<file path="src/shared/pllirq_pkg.sv">
// clock generator lock interrupt and low-power block: shared constants
// assumes 32-bit axi4-lite register access, one aligned word per register
package pllirq_pkg;
  // register byte offsets
  localparam logic [7:0] OFF_LOOP_CTRL   = 8'h00;
  localparam logic [7:0] OFF_BW_CTRL     = 8'h04;
  localparam logic [7:0] OFF_IRQ_STATUS  = 8'h08;
  localparam logic [7:0] OFF_IRQ_MASK    = 8'h0C;
  localparam logic [7:0] OFF_MODE_STATUS = 8'h10;
  // loop control fields
  localparam int BIT_IRQ_EN   = 7;
  localparam int BIT_LOCK_FLG = 6;
  localparam int BIT_PLL_ON   = 5;
  localparam int BIT_BCS      = 4;
  // bandwidth control fields
  localparam int BIT_AUTO     = 7;
  localparam int BIT_SETTLED  = 6;
  // interrupt status fields
  localparam int BIT_EV_LOCK  = 0;
  localparam int BIT_EV_SW    = 1;
  localparam int EV_W         = 2;
  // reset values
  localparam logic [7:0] RST_LOOP_CTRL = 8'h20;
  localparam logic [7:0] RST_BW_CTRL   = 8'h00;
  // clock switch hold, in clock cycles
  localparam int SWITCH_CYCLES = 3;
  // axi responses
  localparam logic [1:0] RESP_OKAY   = 2'h0;
  localparam logic [1:0] RESP_SLVERR = 2'h2;
endpackage : pllirq_pkg

</file>
<file path="src/core/pllirq_top.sv">
// clock generator lock-change interrupt, stop/wait and break handling
// assumes axi4-lite master, crystal/vco levels and cpu mode lines from pins
// Function
// - in self bandwidth mode every settled change raises the event
// - cpu request only when pll_irq_enable set (clockgen_irq); irq_out follows masked status regardless of it
// - lock_change_flag sets whether or not interrupt enabled
// - bandwidth mode off: no request, flag reads zero
// - base clock may select vco even while unsettled
// - wait instruction changes nothing in the clock generator
// - lock-change interrupt can wake processor from wait
// - stop without osc keep: osc and loop off, clock outputs and clockgen_irq low
// - stop with osc keep: loop off, crystal clock continues
// - break with clear enable: status clears persist afterwards
// - break without clear enable: loop control access keeps flag
// - otherwise any loop control read clears lock_change_flag
// - vco_settled read-only, reads zero unless self bandwidth mode
// - base clock held static up to three cycles on switch
//
// The placing of the registers and register access over AXI4-Lite were chosen for this implementation.
`timescale 1ns/100ps
module pllirq_top (
  input  wire logic        clock,
  input  wire logic        rst_n,
  input  wire logic [31:0] s_axi_awaddr,
  input  wire logic        s_axi_awvalid,
  output logic             s_axi_awready,
  input  wire logic [31:0] s_axi_wdata,
  input  wire logic [3:0]  s_axi_wstrb,
  input  wire logic        s_axi_wvalid,
  output logic             s_axi_wready,
  output logic [1:0]       s_axi_bresp,
  output logic             s_axi_bvalid,
  input  wire logic        s_axi_bready,
  input  wire logic [31:0] s_axi_araddr,
  input  wire logic        s_axi_arvalid,
  output logic             s_axi_arready,
  output logic [31:0]      s_axi_rdata,
  output logic [1:0]       s_axi_rresp,
  output logic             s_axi_rvalid,
  input  wire logic        s_axi_rready,
  input  wire logic        osc_level,
  input  wire logic        vco_level,
  input  wire logic        vco_locked,
  input  wire logic        keep_osc_in_stop,
  input  wire logic        stop_mode,
  input  wire logic        wait_mode,
  input  wire logic        break_state,
  input  wire logic        break_clear_enable,
  output logic             crystal_clock,
  output logic             base_clock_out,
  output logic             clockgen_irq,
  output logic             irq_out,
  output logic             osc_enable,
  output logic             pll_enable,
  output logic             wake_request
);
  // ---------------------------------------------------------------
  // reset release and input synchronisers
  // ---------------------------------------------------------------
  logic rst_meta_reg;
  logic rst_sync_n;
  always_ff @(posedge clock or negedge rst_n) begin
    if (!rst_n) begin
      rst_meta_reg <= 1'b0;
      rst_sync_n   <= 1'b0;
    end else begin
      rst_meta_reg <= 1'b1;
      rst_sync_n   <= rst_meta_reg;
    end
  end

  logic [7:0] pin_s;
  pllirq_sync #(.W(8)) u_sync (
    .clock (clock),
    .rst_n (rst_sync_n),
    .d     ({osc_level, vco_level, vco_locked, keep_osc_in_stop, stop_mode,
             wait_mode, break_state, break_clear_enable}),
    .q     (pin_s)
  );
  logic osc_s, vco_s, lock_s, keep_s, stop_s, wait_s, brk_s, break_clear_enable_s;
  assign {osc_s, vco_s, lock_s, keep_s, stop_s, wait_s, brk_s, break_clear_enable_s} = pin_s;

  // ---------------------------------------------------------------
  // registers
  // ---------------------------------------------------------------
  logic       irq_en_reg, pll_on_reg, bcs_reg, auto_reg, flag_reg;
  logic [pllirq_pkg::EV_W-1:0] ev_status_reg, ev_mask_reg;
  logic       settled, settled_prev_reg, lock_event;
  logic       protect, stop_all;

  // settled only meaningful in self bandwidth mode
  assign settled  = auto_reg & lock_s;
  assign protect  = brk_s & ~break_clear_enable_s;
  assign stop_all = stop_s & ~keep_s;

  always_ff @(posedge clock or negedge rst_sync_n) begin
    if (!rst_sync_n) begin
      settled_prev_reg <= 1'b0;
    end else begin
      settled_prev_reg <= settled;
    end
  end
  assign lock_event = auto_reg & (settled != settled_prev_reg);

  // ---------------------------------------------------------------
  // axi4-lite slave
  // ---------------------------------------------------------------
  logic        aw_have_reg, w_have_reg;
  logic [7:0]  aw_addr_reg;
  logic [31:0] w_data_reg;
  logic [3:0]  w_strb_reg;
  logic        wr_fire, rd_fire;
  logic [7:0]  rd_addr;

  function automatic logic mapped(input logic [7:0] a);
    mapped = (a == pllirq_pkg::OFF_LOOP_CTRL) || (a == pllirq_pkg::OFF_BW_CTRL) ||
             (a == pllirq_pkg::OFF_IRQ_STATUS) || (a == pllirq_pkg::OFF_IRQ_MASK) ||
             (a == pllirq_pkg::OFF_MODE_STATUS);
  endfunction : mapped

  assign wr_fire = aw_have_reg & w_have_reg & ~s_axi_bvalid;
  assign rd_fire = s_axi_arvalid & s_axi_arready;
  assign rd_addr = s_axi_araddr[7:0];

  always_ff @(posedge clock or negedge rst_sync_n) begin
    if (!rst_sync_n) begin
      aw_have_reg   <= 1'b0;
      w_have_reg    <= 1'b0;
      aw_addr_reg   <= 8'h00;
      w_data_reg    <= 32'h00000000;
      w_strb_reg    <= 4'h0;
      s_axi_awready <= 1'b0;
      s_axi_wready  <= 1'b0;
      s_axi_bvalid  <= 1'b0;
      s_axi_bresp   <= pllirq_pkg::RESP_OKAY;
    end else begin
      s_axi_awready <= ~aw_have_reg & ~s_axi_awready & s_axi_awvalid;
      s_axi_wready  <= ~w_have_reg & ~s_axi_wready & s_axi_wvalid;
      if (s_axi_awvalid & s_axi_awready) begin
        aw_have_reg <= 1'b1;
        aw_addr_reg <= {s_axi_awaddr[7:2], 2'b00};
      end
      if (s_axi_wvalid & s_axi_wready) begin
        w_have_reg <= 1'b1;
        w_data_reg <= s_axi_wdata;
        w_strb_reg <= s_axi_wstrb;
      end
      if (wr_fire) begin
        aw_have_reg  <= 1'b0;
        w_have_reg   <= 1'b0;
        s_axi_bvalid <= 1'b1;
        s_axi_bresp  <= mapped(aw_addr_reg) ? pllirq_pkg::RESP_OKAY
                                            : pllirq_pkg::RESP_SLVERR;
      end else if (s_axi_bvalid & s_axi_bready) begin
        s_axi_bvalid <= 1'b0;
      end
    end
  end

  logic wr_loop, wr_bw, wr_stat, wr_mask;
  assign wr_loop = wr_fire & w_strb_reg[0] & (aw_addr_reg == pllirq_pkg::OFF_LOOP_CTRL);
  assign wr_bw   = wr_fire & w_strb_reg[0] & (aw_addr_reg == pllirq_pkg::OFF_BW_CTRL);
  assign wr_stat = wr_fire & w_strb_reg[0] & (aw_addr_reg == pllirq_pkg::OFF_IRQ_STATUS);
  assign wr_mask = wr_fire & w_strb_reg[0] & (aw_addr_reg == pllirq_pkg::OFF_IRQ_MASK);

  // read channel: one cycle arready, data the next
  always_ff @(posedge clock or negedge rst_sync_n) begin
    if (!rst_sync_n) begin
      s_axi_arready <= 1'b0;
      s_axi_rvalid  <= 1'b0;
      s_axi_rdata   <= 32'h00000000;
      s_axi_rresp   <= pllirq_pkg::RESP_OKAY;
    end else begin
      s_axi_arready <= s_axi_arvalid & ~s_axi_arready & ~s_axi_rvalid;
      if (rd_fire) begin
        s_axi_rvalid <= 1'b1;
        s_axi_rresp  <= mapped(rd_addr) ? pllirq_pkg::RESP_OKAY : pllirq_pkg::RESP_SLVERR;
        case (rd_addr)
          pllirq_pkg::OFF_LOOP_CTRL:
            s_axi_rdata <= {24'h000000, irq_en_reg, flag_reg & auto_reg, pll_on_reg,
                            bcs_reg, 4'h0};
          pllirq_pkg::OFF_BW_CTRL:
            s_axi_rdata <= {24'h000000, auto_reg, settled, 6'h00};
          pllirq_pkg::OFF_IRQ_STATUS:
            s_axi_rdata <= {30'h00000000, ev_status_reg};
          pllirq_pkg::OFF_IRQ_MASK:
            s_axi_rdata <= {30'h00000000, ev_mask_reg};
          pllirq_pkg::OFF_MODE_STATUS:
            s_axi_rdata <= {27'h0000000, brk_s, stop_s, wait_s, keep_s, lock_s};
          default:
            s_axi_rdata <= 32'h00000000;
        endcase
      end else if (s_axi_rvalid & s_axi_rready) begin
        s_axi_rvalid <= 1'b0;
      end
    end
  end

  // ---------------------------------------------------------------
  // control bits (wait mode has no effect on them)
  // ---------------------------------------------------------------
  always_ff @(posedge clock or negedge rst_sync_n) begin
    if (!rst_sync_n) begin
      irq_en_reg <= pllirq_pkg::RST_LOOP_CTRL[pllirq_pkg::BIT_IRQ_EN];
      pll_on_reg <= pllirq_pkg::RST_LOOP_CTRL[pllirq_pkg::BIT_PLL_ON];
      bcs_reg    <= pllirq_pkg::RST_LOOP_CTRL[pllirq_pkg::BIT_BCS];
      auto_reg   <= pllirq_pkg::RST_BW_CTRL[pllirq_pkg::BIT_AUTO];
    end else begin
      if (wr_loop) begin
        irq_en_reg <= w_data_reg[pllirq_pkg::BIT_IRQ_EN];
        // bcs not gated by lock state
        bcs_reg    <= w_data_reg[pllirq_pkg::BIT_BCS];
        pll_on_reg <= w_data_reg[pllirq_pkg::BIT_PLL_ON];
      end
      if (wr_bw) begin
        auto_reg <= w_data_reg[pllirq_pkg::BIT_AUTO];
      end
    end
  end

  // ---------------------------------------------------------------
  // lock change flag: set wins over any clear
  // ---------------------------------------------------------------
  logic flag_clear;
  assign flag_clear = ~protect & ((rd_fire & (rd_addr == pllirq_pkg::OFF_LOOP_CTRL))
                                  | wr_loop);
  always_ff @(posedge clock or negedge rst_sync_n) begin
    if (!rst_sync_n) begin
      flag_reg <= 1'b0;
    end else if (lock_event) begin
      flag_reg <= 1'b1;
    end else if (~auto_reg) begin
      flag_reg <= 1'b0;
    end else if (flag_clear) begin
      flag_reg <= 1'b0;
    end
  end

  // ---------------------------------------------------------------
  // interrupt status / mask
  // ---------------------------------------------------------------
  logic [pllirq_pkg::EV_W-1:0] ev_set;
  assign ev_set = {pllirq_pkg::EV_W{1'b0}} | (2'(lock_event) << pllirq_pkg::BIT_EV_LOCK)
                  | (2'(wr_loop & ~protect & flag_reg) << pllirq_pkg::BIT_EV_SW);
  always_ff @(posedge clock or negedge rst_sync_n) begin
    if (!rst_sync_n) begin
      ev_status_reg <= '0;
    end else begin
      // break protection also guards w1c
      ev_status_reg <= (ev_status_reg & ~((wr_stat & ~protect) ?
                        w_data_reg[pllirq_pkg::EV_W-1:0] : 2'b00)) | ev_set;
    end
  end
  always_ff @(posedge clock or negedge rst_sync_n) begin
    if (!rst_sync_n) begin
      ev_mask_reg <= '0;
    end else if (wr_mask) begin
      ev_mask_reg <= w_data_reg[pllirq_pkg::EV_W-1:0];
    end
  end

  // ---------------------------------------------------------------
  // clocks, stop mode and outputs
  // ---------------------------------------------------------------
  logic base_raw;
  pllirq_clksw u_clksw (
    .clock    (clock),
    .rst_n    (rst_sync_n),
    .sel      (bcs_reg),
    .xtal_lvl (osc_s),
    .vco_lvl  (vco_s & pll_on_reg & ~stop_s),
    .stop_all (stop_all),
    .base_out (base_raw),
    .busy     ()
  );

  always_ff @(posedge clock or negedge rst_sync_n) begin
    if (!rst_sync_n) begin
      crystal_clock  <= 1'b0;
      base_clock_out <= 1'b0;
      clockgen_irq   <= 1'b0;
      irq_out        <= 1'b0;
      osc_enable     <= 1'b0;
      pll_enable     <= 1'b0;
      wake_request   <= 1'b0;
    end else begin
      crystal_clock  <= osc_s & ~stop_all;
      base_clock_out <= base_raw & ~stop_all;
      clockgen_irq   <= flag_reg & auto_reg & irq_en_reg & ~stop_all;
      irq_out        <= |(ev_status_reg & ev_mask_reg);
      osc_enable     <= ~stop_all;
      pll_enable     <= pll_on_reg & ~stop_s;
      wake_request   <= wait_s & flag_reg & auto_reg & irq_en_reg;
    end
  end
endmodule : pllirq_top

</file>
<file path="src/core/pllirq_sync.sv">
// two-flop synchroniser for level inputs
// assumes destination clock is clock
`timescale 1ns/100ps
module pllirq_sync #(
  parameter int W = 1
) (
  input  wire logic         clock,
  input  wire logic         rst_n,
  input  wire logic [W-1:0] d,
  output logic      [W-1:0] q
);
  logic [W-1:0] meta_reg;
  always_ff @(posedge clock or negedge rst_n) begin
    if (!rst_n) begin
      meta_reg <= '0;
      q        <= '0;
    end else begin
      meta_reg <= d;
      q        <= meta_reg;
    end
  end
endmodule : pllirq_sync

</file>
<file path="src/core/pllirq_clksw.sv">
// base clock source switch: hold output static while source changes
// assumes both source clocks are sampled as synchronised levels
`timescale 1ns/100ps
module pllirq_clksw #(
  parameter int HOLD = pllirq_pkg::SWITCH_CYCLES
) (
  input  wire logic clock,
  input  wire logic rst_n,
  input  wire logic sel,
  input  wire logic xtal_lvl,
  input  wire logic vco_lvl,
  input  wire logic stop_all,
  output logic      base_out,
  output logic      busy
);
  logic       cur_reg;
  logic [2:0] cnt_reg;
  logic       src;
  assign src = cur_reg ? vco_lvl : xtal_lvl;
  // hold count, then adopt new source
  always_ff @(posedge clock or negedge rst_n) begin
    if (!rst_n) begin
      cur_reg <= 1'b0;
      cnt_reg <= 3'h0;
    end else if (sel != cur_reg) begin
      if (cnt_reg == 3'(HOLD - 1)) begin
        cur_reg <= sel;
        cnt_reg <= 3'h0;
      end else begin
        cnt_reg <= cnt_reg + 3'h1;
      end
    end else begin
      cnt_reg <= 3'h0;
    end
  end
  // divide by two of selected source, static during switch
  always_ff @(posedge clock or negedge rst_n) begin
    if (!rst_n) begin
      base_out <= 1'b0;
    end else if (stop_all) begin
      base_out <= 1'b0;
    end else if (sel == cur_reg && src) begin
      base_out <= ~base_out;
    end
  end
  assign busy = (sel != cur_reg);
endmodule : pllirq_clksw

</file>
<file path="config.mk">
export PLATFORM = sky130hd
export DESIGN_NAME = pllirq_top
export DESIGN_NICKNAME = d
export VERILOG_FILES = /design/src/shared/pllirq_pkg.sv /design/src/core/pllirq_top.sv /design/src/core/pllirq_sync.sv /design/src/core/pllirq_clksw.sv
export SDC_FILE = /design/constraint.sdc
export NUM_CORES = 1
export LEC_CHECK = 0
export ABC_AREA = 1
export CORE_UTILIZATION = 27
export DETAILED_ROUTE_END_ITERATION = 10
export DONT_BUFFER_PORTS = 1
export SETUP_SLACK_MARGIN = 0.05
export SYNTH_ARGS = -nofsm -noshare
export SYNTH_HDL_FRONTEND = slang
export SYNTH_SLANG_ARGS = --single-unit
</file>
<file path="constraint.sdc">
create_clock -name clock -period 3.75 [get_ports clock]
set_clock_uncertainty 0.05 [all_clocks]
set_input_delay 0.375 -clock clock [delete_from_list [all_inputs] [get_ports clock]]
set_output_delay 0.375 -clock clock [all_outputs]
set_load 0.01 [all_outputs]
</file>
Yosys cells after proc, flatten, opt, wreduce, memory -nomap -nowiden
Cells that the tools add are included.
{"block": "word_totals", "in_bits": 115, "output_inout_bits": 48, "word_cells": 145, "reg_bits": 98}
{"block": "op_classes", "n_reduce_logical": 18, "n_mux": 20, "n_bitwise": 58, "n_eq_ne": 13, "addsub": 1}
{"cell": "$pmux W8 S5", "count": 1}
{"cell": "$and A1 B1 Y1", "count": 38}
{"cell": "$eq A8 B4 Y1 const B", "count": 2}
{"cell": "$logic_not A8 Y1", "count": 2}
{"cell": "$mux W1", "count": 14}
{"cell": "$not A1 Y1", "count": 14}
{"cell": "$eq A6 B2 Y1 const B", "count": 2}
{"cell": "$reduce_bool A2 Y1", "count": 5}
{"cell": "$eq A8 B3 Y1 const B", "count": 1}
{"cell": "$eq A8 B5 Y1 const B", "count": 1}
{"cell": "$logic_or A1 B1 Y1", "count": 8}
{"cell": "$eq A6 B1 Y1 const B", "count": 1}
{"cell": "$eq A6 B3 Y1 const B", "count": 1}
{"cell": "$mux W2", "count": 3}
{"cell": "$mux W3", "count": 2}
{"cell": "$and A2 B2 Y2", "count": 2}
{"cell": "$add A3 B1 Y3 const B", "count": 1}
{"cell": "$eq A3 B2 Y1 const B", "count": 1}
{"cell": "$ne A3 B1 Y1 const B", "count": 1}
{"cell": "$ne A1 B1 Y1", "count": 2}
{"cell": "$not A2 Y2", "count": 1}
{"cell": "$or A1 B2 Y2", "count": 1}
{"cell": "$or A2 B2 Y2", "count": 1}
{"cell": "$reduce_and A2 Y1", "count": 1}
{"cell": "4 further kinds", "count": 4}

Longest topological paths before layout
{"block": "depth", "ltp_word": 9, "depth_mapped": 7, "mapped_depth_nobuf": 7}

By module
Synthesis repeated with hierarchy kept, for this count alone.
{"block": "unflattened", "cells_unflattened": 318, "area_unflattened_um2": 2961.6}
{"module": "pllirq_top", "seq_area_each_um2": 1202.4, "area_per_inst_um2": 2306.0, "cells_per_inst": 272, "instances": 1}
{"module": "pllirq_sync", "seq_area_each_um2": 400.4, "area_per_inst_um2": 400.4, "cells_per_inst": 16, "instances": 1}
{"module": "pllirq_clksw", "seq_area_each_um2": 125.1, "area_per_inst_um2": 255.2, "cells_per_inst": 30, "instances": 1}

Least setup slack after synthesis
Ideal clock, no wire load.
{"block": "synth_path", "path_kind": "reg2reg", "startpoint": "reg s_axi_bvalid", "endpoint": "reg flag_reg", "path_stages_with_launch": 7, "setup_slack_ns": 2.603, "required_ns": 3.583, "period_less_slack_ns": 1.147, "path_buffers": 0, "setup_time_ns": 0.117, "arrival_time_ns": 0.980, "path_cell_list": "dfrtp_1 -> inv_1 -> nand4_4 -> nor2_4 -> nand2_2 -> nand3_1 -> nand2_1"}
{"block": "synth_between", "elab_chain_len": 7}
{"item": "from (decl)", "line_no": "pllirq_top.sv:32", "rtl": "output logic s_axi_bvalid,"}
{"item": "from (signal assigned)", "line_no": "pllirq_top.sv:134", "rtl": "s_axi_bvalid <= 1'b0;"}
{"item": "from (signal assigned)", "line_no": "pllirq_top.sv:151", "rtl": "s_axi_bvalid <= 1'b1;"}
{"item": "from (signal assigned)", "line_no": "pllirq_top.sv:155", "rtl": "s_axi_bvalid <= 1'b0;"}
{"item": "$not A1 Y1", "line_no": "pllirq_top.sv:121", "rtl": "assign wr_fire = aw_have_reg & w_have_reg & ~s_axi_bvalid;"}
{"item": "$and A1 B1 Y1", "line_no": "pllirq_top.sv:121"}
{"item": "$and A1 B1 Y1 (2 in a row)", "line_no": "pllirq_top.sv:161", "rtl": "assign wr_loop = wr_fire & w_strb_reg[0] & (aw_addr_reg == pllirq_pkg::OFF_LOOP_CTRL);"}
{"item": "$or A1 B1 Y1", "line_no": "pllirq_top.sv:226", "rtl": "| wr_loop);"}
{"item": "$and A1 B1 Y1", "line_no": "pllirq_top.sv:225", "rtl": "assign flag_clear = ~protect & ((rd_fire & (rd_addr == pllirq_pkg::OFF_LOOP_CTRL))"}
{"item": "$ne A3 B1 Y1 (no line)"}
{"item": "to (signal assigned)", "line_no": "pllirq_top.sv:229", "rtl": "flag_reg <= 1'b0;"}
{"item": "to (signal assigned)", "line_no": "pllirq_top.sv:231", "rtl": "flag_reg <= 1'b1;"}
{"item": "to (signal assigned)", "line_no": "pllirq_top.sv:233", "rtl": "flag_reg <= 1'b0;"}
{"item": "to (decl)", "line_no": "pllirq_top.sv:86", "rtl": "logic irq_en_reg, pll_on_reg, bcs_reg, auto_reg, flag_reg;"}
No other way between the ends.
A chain may end at the register's enable or synchronous reset.

Final worst setup path
{"block": "layout_path", "startpoint": "reg s_axi_arready", "endpoint": "reg flag_reg"}
{"block": "layout_between", "elab_chain_len": 5}
{"item": "from (decl)", "line_no": "pllirq_top.sv:36", "rtl": "output logic s_axi_arready,"}
{"item": "from (signal assigned)", "line_no": "pllirq_top.sv:174", "rtl": "s_axi_arready <= s_axi_arvalid & ~s_axi_arready & ~s_axi_rvalid;"}
{"item": "$and A1 B1 Y1", "line_no": "pllirq_top.sv:122", "rtl": "assign rd_fire = s_axi_arvalid & s_axi_arready;"}
{"item": "$and A1 B1 Y1", "line_no": "pllirq_top.sv:225"}
{"item": "$or A1 B1 Y1", "line_no": "pllirq_top.sv:226"}
{"item": "$and A1 B1 Y1", "line_no": "pllirq_top.sv:225"}
{"item": "$ne A3 B1 Y1 (no line)"}
No other way between the ends.

==> results.sh <==
export IMPL_outcome="finished clean"
export IMPL_nets=438
export IMPL_final_common_cell="nand2_1"
export IMPL_antenna_cells=0
export IMPL_rsz0062_at_grt="no"
export IMPL_postPlaceCellArea_um2=2970
export IMPL_worstPathArrival_ns=1.83
export IMPL_cts_tree="yes"
export IMPL_syn_avg_cell_area_um2=9.52
export IMPL_worstMarginPinSlew_ns=0.708
export IMPL_drt_iter0_drc=71
export IMPL_cp_required_ns=3.98
export IMPL_clkLatencyLatePin_ns=0.34
export IMPL_layout_drive_gt1_share=0.0915
export IMPL_die_area_um2=11100
export IMPL_dr_pass1_iters=4
export IMPL_layout_min_cycle_time_ns=1.61
export IMPL_numCtsBuffers=9
export IMPL_cts_setup_buffers=0
export IMPL_min_delay_path_class="in2reg"
export IMPL_clkSinkCount=69
export IMPL_nFillCells=1093
export IMPL_track_usage=0.115
export IMPL_detail_route_wl_per_cell_um=12.1
export IMPL_finalMaxSlewViolations=0
export IMPL_gr_total_overflow=0
export IMPL_finalHoldViolations=0
export IMPL_critPathKind="reg2reg"
export IMPL_power_leakage_nw=1.64
export IMPL_peakVddDrop_mv=0.322
export IMPL_powerDensity_nw_per_um2=607
export IMPL_drt_total_wl_mm=5.61
export IMPL_clk_pin_slew_ns=0.07
export IMPL_via_per_inst=4.16
export IMPL_core_um2=10400
export IMPL_num_rows=37
export IMPL_tns_ns=0
export IMPL_postSynthCellCount=304
export IMPL_die_w_um=106
export IMPL_critPathCaptureType="flop"
export IMPL_fin_util=0.315
export IMPL_synth_seq_cells=69
export IMPL_slew_headroom=0.528
export IMPL_vias=1931
export IMPL_grt_pass1_vias=1940
export IMPL_seqCellArea_um2=1730
export IMPL_fmax_mhz=623
export IMPL_syn_area_um2=2890
export IMPL_ys_warn_count=0
export IMPL_finalCritPeriodShare=0.428
export IMPL_grt_pass1_wl_mm=9.69
export IMPL_place_gp_congestion=0.784
export IMPL_worstSetupStartpointType="flop"
export IMPL_syn2layout_area_growth_pct=12.8
export IMPL_cts_htree_levels=3
export IMPL_ys_seq_area_frac=0.597
export IMPL_final_area_um2=3260
export IMPL_grt_max_degree=37
export IMPL_path_max_fanout=12
export IMPL_max_cap_viol_count=0
export IMPL_cts_root_buf="clkbuf_8"
export IMPL_hpwl_mm=4.07
export IMPL_start_util=0.279
export IMPL_multi_input_area_um2=923
export IMPL_final_setup_viol_count=0
export IMPL_ys_types=28
export IMPL_ant_nets=0
export IMPL_io_pins=163
export IMPL_clockBufferDepth=2
export IMPL_antenna_found_initial=0
export IMPL_most_common_layout_cells="nand2_1, dfrtp_1, inv_1"
export IMPL_drc=0
export IMPL_port_buffers=0
export IMPL_die_height_um=106
-- cells by family (layout without fill, tap and decap cells) --
group	count (synthesis)	count (layout)	synth area share
XOR/XNOR	2	2	0.00606
AND/OR/NAND/NOR	146	146	0.237
AO/OA/AOI/OAI	22	22	0.0407
flip-flops	69	69	0.597
other	2	27	0.00260
buffers and inverters	63	62	0.116
-- cell usage after synthesis (all sizes together) --
cell type	count	area share
a21oi	2	0.0035
a22o	1	0.0030
a32oi	1	0.0030
buf	27	0.069
clkinv	1	0.0013
conb	2	0.0026
dfrtp	68	0.59
dfstp	1	0.0091
inv	35	0.045
nand2	84	0.11
nand3	20	0.035
nand3b	3	0.0091
nand4	4	0.014
nor2	25	0.044
nor3	6	0.014
nor3b	4	0.010
o21ai	18	0.031
xnor2	2	0.0061
-- worst max-delay path: stages (launching register included) --
cell	delay (ns)
dfrtp_1	0.43
nand2_1	0.37
clkinv_1	0.35
nand4_1	0.19
nand3_1	0.09
nand2_1	0.06
-- stage by stage --
stage | hold WS, ns | worst slack [ns] | total power [W] | cells
after floorplan | 0.0294 | 1.64 | 0.00130 | 329
after global placement | 0.0295 | 2.19 | 0.00135 | 439
after detailed placement | 0.0295 | 2.16 | 0.00136 | 439
after CTS | 0.0590 | 2.13 | 0.00201 | 464
after global routing | 0.0564 | 1.97 | 0.00213 | 464
final | 0.0816 | 2.14 | 0.00198 | 464
-- where the power goes --
part	total (W)	leakage, nW	switching [W]	internal [W]
Combinational	0.000308	0.678	0.000194	0.000113
Clock	0.000625	0.104	0.000262	0.000363
Sequential	0.00105	0.853	0.000142	0.000905
-- worst paths after layout --
kind	startpoint	to	slack (ns)	cells past startpoint
max in group asynchronous	rst_sync_n	pll_on_reg	2.43	1
max reg2reg	s_axi_arready	flag_reg	2.14	5
min reg2reg	rst_sync_n	s_axi_wready	0.28	0
max	s_axi_arready	flag_reg	2.14	5
min in group asynchronous	rst_n	rst_meta_reg	0.21	1
min	s_axi_bready	s_axi_bvalid	0.08	1
-- layout make-up --
| class | instances | share of cell area |
|---|---|---|
| clock buffer | 15 | 0.0541 |
| clock inverter | 1 | 0.00921 |
| inverter | 36 | 0.0414 |
| multi-input combinational | 197 | 0.283 |
| sequential | 69 | 0.530 |
| tap | 136 | 0.0522 |
| timing repair buffer | 10 | 0.0299 |
-- layer usage --
metal / wire (µm) / vias to the layer above / track usage
met1: 2390 / 927 / 0.137
li1: - / 933 / -
met5: 0 / - / 0
met3: 417 / 7 / 0.0557
met2: 2740 / 64 / 0.182
met4: 61 / 0 / 0.0367
-- timing repair --
item	in CTS	in global routing
gates resized for setup	0	0
hold endpoints to repair	10	0
hold buffers	9	0
No activity file was read; power rests on OpenSTA's default activity.
